## config.mk

```make
export PLATFORM = sky130hd
export DESIGN_NAME = slirq_top
export DESIGN_NICKNAME = d
export VERILOG_FILES = /design/src/slirq_pkg.sv /design/src/slirq_top.sv
export SDC_FILE = /design/constraint.sdc
export NUM_CORES = 1
export LEC_CHECK = 0
export ABC_AREA = 1
export BUFFER_PORTS_ARGS = -buffer_cell sky130_fd_sc_hd__buf_4
export CAP_MARGIN = 15
export CORE_MARGIN = 2
export CORE_UTILIZATION = 37
export CTS_BUF_LIST = sky130_fd_sc_hd__clkbuf_8 sky130_fd_sc_hd__clkbuf_16
export DETAILED_ROUTE_END_ITERATION = 7
export PLACE_DENSITY = 0.72
export SLEW_MARGIN = 20
export SYNTH_ARGS = -nofsm -noshare
export SYNTH_HDL_FRONTEND = slang
export SYNTH_SLANG_ARGS = --single-unit
```

## constraint.sdc

```tcl
create_clock -name clk_in -period 2.45 [get_ports clk_in]
set_input_delay 0.3675 -clock clk_in [delete_from_list [all_inputs] [get_ports clk_in]]
set_output_delay 0.3675 -clock clk_in [all_outputs]
set_load 0.005 [all_outputs]
```

## src/slirq_pkg.sv

```systemverilog
// Purpose: Constants for the serial link interrupt enable block.
// Assumes: Byte-wide register port, registers at printed offsets.
// Notes:   Offsets and bit positions live here only.
package slirq_pkg;
   localparam logic [11:0] ADDR_ENABLE_A = 12'h4B8;
   localparam logic [11:0] ADDR_ENABLE_B = 12'h4B9;
   localparam logic [11:0] ADDR_STATUS_A = 12'h4BA;
   localparam logic [11:0] ADDR_STATUS_B = 12'h4BB;
   localparam logic [7:0]  ENABLE_A_RESET = 8'h00;
   localparam logic [7:0]  ENABLE_B_RESET = 8'h00;
   localparam logic [7:0]  ENABLE_B_MASK  = 8'h01;
   localparam logic [7:0]  STATUS_RESET   = 8'h00;
   localparam int BIT_BAD_DISPARITY = 7;
   localparam int BIT_BAD_CODE      = 6;
   localparam int BIT_UNEXP_CTRL    = 5;
   localparam int BIT_DESKEW        = 4;
   localparam int BIT_INIT_SYNC     = 3;
   localparam int BIT_CHECKSUM      = 2;
   localparam int BIT_FRAME_ALIGN   = 1;
   localparam int BIT_CODEGROUP     = 0;
   localparam int BIT_MISMATCH      = 0;
   localparam int ILAS_OCTETS       = 14;
endpackage

```

## src/slirq_top.sv

```systemverilog
// Purpose: Interrupt enables and flags for the serial receive link.
// Assumes: Inputs other than resetn_in synchronous to clk_in; events are one-cycle pulses.
// Notes:   Status flags are sticky; a write of one clears a flag.
`timescale 1ns/100ps
module slirq_top #(
   parameter int OCTETS = slirq_pkg::ILAS_OCTETS
) (
   input  wire logic                clk_in,
   input  wire logic                resetn_in,
   input  wire logic [11:0]         reg_addr_in,
   input  wire logic                reg_write_in,
   input  wire logic [7:0]          reg_wdata_in,
   output logic      [7:0]          reg_rdata_out,
   input  wire logic [7:0]          link_event_in,
   input  wire logic                ilas_done_in,
   input  wire logic [OCTETS*8-1:0] ilas_rx_in,
   input  wire logic [OCTETS*8-1:0] ilas_cfg_in,
   input  wire logic [7:0]          ilas_sent_cks_in,
   output logic                     irq_out
);
   // ****************************************************************
   // Parameter check
   // ****************************************************************
   // The checksum needs at least one data octet ahead of its own octet.
   if (OCTETS < 2) begin : g_octets_check
      $error("OCTETS must be at least 2");
   end
   logic [1:0] rst_sync_reg;
   logic       rstn;
   logic       armed;
   logic [7:0] enable_a_reg, enable_b_reg, status_a_reg, status_b_reg;
   logic [7:0] computed_cks, event_a, event_b;
   logic       cks_good, mismatch;
   // ****************************************************************
   // Reset release
   // ****************************************************************
   always_ff @(posedge clk_in or negedge resetn_in) begin
      if (!resetn_in) rst_sync_reg <= 2'h0;
      else rst_sync_reg <= {rst_sync_reg[0], 1'h1};
   end
   assign rstn = rst_sync_reg[1];
   // ****************************************************************
   // ILAS checks
   // ****************************************************************
   // Checksum is the low byte of the octet sum over all but the last.
   function automatic logic [7:0] ilas_sum(input logic [OCTETS*8-1:0] d);
      logic [7:0] s;
      s = 8'h00;
      for (int i = 0; i < OCTETS - 1; i++) s = s + d[i*8 +: 8];
      return s;
   endfunction
   assign computed_cks = ilas_sum(ilas_rx_in);
   assign cks_good = (computed_cks == ilas_sent_cks_in);
   assign mismatch = (ilas_rx_in != ilas_cfg_in);
   always_comb begin
      event_a = link_event_in;
      event_a[slirq_pkg::BIT_CHECKSUM] = ilas_done_in && cks_good;
      event_b = 8'h00;
      event_b[slirq_pkg::BIT_MISMATCH] = ilas_done_in && mismatch;
   end
   // ****************************************************************
   // Registers
   // ****************************************************************
   always_ff @(posedge clk_in or negedge rstn) begin
      if (!rstn) begin
         enable_a_reg <= slirq_pkg::ENABLE_A_RESET;
         enable_b_reg <= slirq_pkg::ENABLE_B_RESET;
      end else if (reg_write_in) begin
         if (reg_addr_in == slirq_pkg::ADDR_ENABLE_A)
            enable_a_reg <= reg_wdata_in;
         if (reg_addr_in == slirq_pkg::ADDR_ENABLE_B)
            enable_b_reg <= reg_wdata_in & slirq_pkg::ENABLE_B_MASK;
      end
   end
   // Set wins over a simultaneous write-one clear so no event is lost.
   always_ff @(posedge clk_in or negedge rstn) begin
      if (!rstn) begin
         status_a_reg <= slirq_pkg::STATUS_RESET;
         status_b_reg <= slirq_pkg::STATUS_RESET;
      end else begin
         status_a_reg <= (status_a_reg & ~((reg_write_in &&
            reg_addr_in == slirq_pkg::ADDR_STATUS_A) ? reg_wdata_in
            : 8'h00)) | event_a;
         status_b_reg <= (status_b_reg & ~((reg_write_in &&
            reg_addr_in == slirq_pkg::ADDR_STATUS_B) ? reg_wdata_in
            : 8'h00)) | (event_b & slirq_pkg::ENABLE_B_MASK);
      end
   end
   always_ff @(posedge clk_in or negedge rstn) begin
      if (!rstn) reg_rdata_out <= 8'h00;
      else begin
         case (reg_addr_in)
            slirq_pkg::ADDR_ENABLE_A: reg_rdata_out <= enable_a_reg;
            slirq_pkg::ADDR_ENABLE_B: reg_rdata_out <= enable_b_reg;
            slirq_pkg::ADDR_STATUS_A: reg_rdata_out <= status_a_reg;
            slirq_pkg::ADDR_STATUS_B: reg_rdata_out <= status_b_reg;
            default:                  reg_rdata_out <= 8'h00;
         endcase
      end
   end
   // A flag only counts while its own enable bit is one.
   assign armed = |(status_a_reg & enable_a_reg) ||
                  |(status_b_reg & enable_b_reg);
   // Registered so the pin never glitches while flags and enables move.
   always_ff @(posedge clk_in or negedge rstn) begin
      if (!rstn) irq_out <= 1'h0;
      else irq_out <= armed;
   end
endmodule // slirq_top

```

==> results by group <==
Cells and area
  – Area growth, synth to finish: 56.4%
  – Share of layout cells above drive strength 1: about 40%
  – Design area: about 8300 um2
  – Antenna diode count: 0
  – Multi-input gate area: 3860 um2
  – Fillers: 1300
  – Post-layout nets: 1353
  – FF/Latch Area: ~900 um2
  – Commonest non-fill, non-tap cells in the layout: 348 x buf_4, 139 x inv_1, 116 x nand2_1
  – Commonest non-fill, non-tap cell in the layout: buf_4

Floorplan
  – DIE AREA: approximately 15000 um2
  – Core box area: between 10000 and 15000 um2
  – Die Height: 124 um
  – Io pins: roughly 270
  – Die W: between 100 and 150 um
  – Row Count: between 40 and 50
  – Initial Util: a little under two fifths

Critical path
  – Crit Path Max Fanout: 2
  – Crit end category: flip-flop
  – Critical path class: input pin to flip-flop
  – Worst endpoint data arrival time: about 4.5 ns
  – WP data required: 2.67 ns
  – Nature of the critical path startpoint: input pin
  – Buf/Inv on CP: 4
  – Slowest cell on the critical path: fa_1
  – Cell mode on critical path: fa_1
  – Crit-path leading delay family: adder cells
  – Crit-path cells: buf_4, fa_1, inv_2, fa_1, fa_1, fa_1, fa_1, inv_1, ha_1, inv_2, fa_2, o22ai_1, a21oi_1, nand2_1, nor3_2, nand3_1, nor2_1, nand3_1, nand2_1
  – Worst path max stage delay: between 0.5 and 0.6 ns

Routing
  – Drt first pass iters: 4
  – 1st-iter DRT viols: between 200 and 250
  – DR DRC count: 0
  – Routed length per instance: approximately 14 um
  – Post-route ant nets: 0
  – Vias/cell: about 4.5
  – Final WL: roughly 16 mm
  – Vias post-DR: between 5000 and 6000

Timing
  – Hold Fails Final Rpt: 0
  – Final WS setup: -1.85 ns
  – Crit path time final: 4.30 ns
  – RSZ-0062 raised after global routing: true
  – Fmax: between 200 and 250 MHz
  – Max Slew Vio Count: 0
  – Final setup viols: 1
  – Fin crit share: 175%
  – Clock Skew: approximately 0.0045 ns

Logic synthesis
  – Syn avg cell area: a little over 8 um2
  – Synth Instances: ~650
  – Synth Register Bits: 36
  – Synth cell types: 30
  – Synth warn: 0
  – Async SR Flop Fraction: 100%
  – Net Count, Synth: about 1000
  – Mapped cell area: 5310 um2
  – Seq/Total Area, Yosys: between 15 and 20%
  – Prevailing post-synth register cell: dfrtp_1
  – EDFF count, synth: 0

Clock network
  – Max Root-Sink Buffers: 2
  – Post-CTS setup buffers: 0
  – Worst-path clk slew: 0.05 ns
  – Root buf cell: clkbuf_16
  – H-tree depth: 2
  – Inserted Clock Buffers: 5
  – TritonCTS clock tree: yes
  – Clock sink count: 36
  – Clock latency on the worst-skew pair: 0.28 ns

Placed design
  – GP Congestion: about 0.88
  – DP Area: approximately 8000 um2
  – IO Port Bufs: about 270
  – HPWL Detailed: 15.0 mm

Outcome
  – Outcome: finished, violations left
  – Failing checks: setup timing

Global route
  – Number of antenna violations at the first check in global routing: 0
  – Number of global-route vias before repair: about 5600
  – First-pass GRT wire length: 25.5 mm
  – GRT overflow: 0
  – GR Util All Layers: 21.7%
  – Largest net degree at the start of global routing: 35

Power and ir drop
  – Tot Pwr: a little over 6 mW
  – Power per cell area: around 730 nW/um2
  – Static leakage: approximately 4.5 nW
  – Max IR drop VDD: between 0.9 and 1 mV

Worst hold path
  – HP Class: flip-flop to async pin

Job
  – Max-Cap Viols: 0
## routing by layer
layer	track usage (%)	vias up	wire [um]
met5	0	-	0
met4	5.04	0	301
met3	4.03	24	1140
met2	42.2	180	8800
met1	24.2	2440	5970
li1	-	2707	-
## kinds of logic (layout without fill, tap and decap cells)
group	Yosys count	after routing	synth area share, %
and+or+nand+nor	241	241	20.6
buffers and inverters	145	501	10.4
xor gates and xnor gates	102	102	16.8
adders and majority gates	80	80	28.6
AOI/OAI and AO/OA	48	48	6.29
DFF	36	36	17.0
other	1	1	0.0706
muxes	1	1	0.212
## area by class of cell
type	count	area share, %
flip-flops and latches	36	10.9
clock buffers	6	1.67
repair buffers	349	31.6
multi-input cells	473	46.5
well taps	180	2.71
clock inverters	2	0.121
inverters	144	6.51
## metrics by stage
step | std cells | utilization, % | worst slack (ns) | hold WS (ns) | TNS (ns)
finish | 1190 | 59.6 | -1.85 | 0.254 | -1.85
global route | 1190 | 59.6 | -2.12 | 0.283 | -2.12
CTS | 1190 | 59.5 | -1.86 | 0.281 | -1.86
detailed placement | 1181 | 58.4 | -2.19 | 0.152 | -2.19
global placement | 1181 | 58.4 | -2.12 | 0.151 | -2.12
floorplan | 654 | - | -1.82 | 0.0719 | -1.82
## path summary, 6_finish.rpt
kind	startpoint	end	slack, ns	cells past startpoint
min in group clk_in	link_event_in[6]	status_a_reg[6]	0.28	2
max in group asynchronous	rst_sync_reg[1]	status_b_reg[0]	1.89	1
worst max-delay path	ilas_rx_in[50]	status_a_reg[2]	-1.85	19
worst min register to register	rst_sync_reg[1]	reg_rdata_out[5]	0.25	1
worst min-delay path	rst_sync_reg[1]	reg_rdata_out[5]	0.25	1
worst max register to register	enable_a_reg[4]	irq_out	1.27	3
## cell usage after synthesis, types with 4 or more instances
master | count | area share, %
inv_1 | 141 | 10
nand3_1 | 28 | 2.6
xor2_1 | 30 | 4.9
xnor2_1 | 72 | 12
fa_1 | 69 | 26
nor2_1 | 32 | 2.3
nand4_1 | 21 | 2.5
ha_1 | 11 | 2.6
nand2_1 | 116 | 8.2
o21ai_2 | 8 | 1.3
dfrtp_1 | 36 | 17
nand2_2 | 5 | 0.59
a21oi_1 | 4 | 0.38
nor3_1 | 13 | 1.2
or2_2 | 17 | 2.0
o21bai_1 | 7 | 0.99
o221ai_1 | 7 | 1.2
o21ai_0 | 16 | 1.5
## report_power, final
group	switching, mW	total [mW]	internal [mW]
clock	0.232	0.633	0.400
sequential	0.00723	0.613	0.606
combinational	2.44	4.80	2.36
## what timing repair did
| action | 4_1_cts | 5_1_grt |
|---|---|---|
| pin swaps | 4 | 4 |
| resized for setup | 1 | 3 |
| endpoints found under the hold margin | 2 | 0 |
| endpoints found under the setup margin | 1 | 1 |
| hold buffers | 1 | 0 |
(Power assumes the default switching activity.)
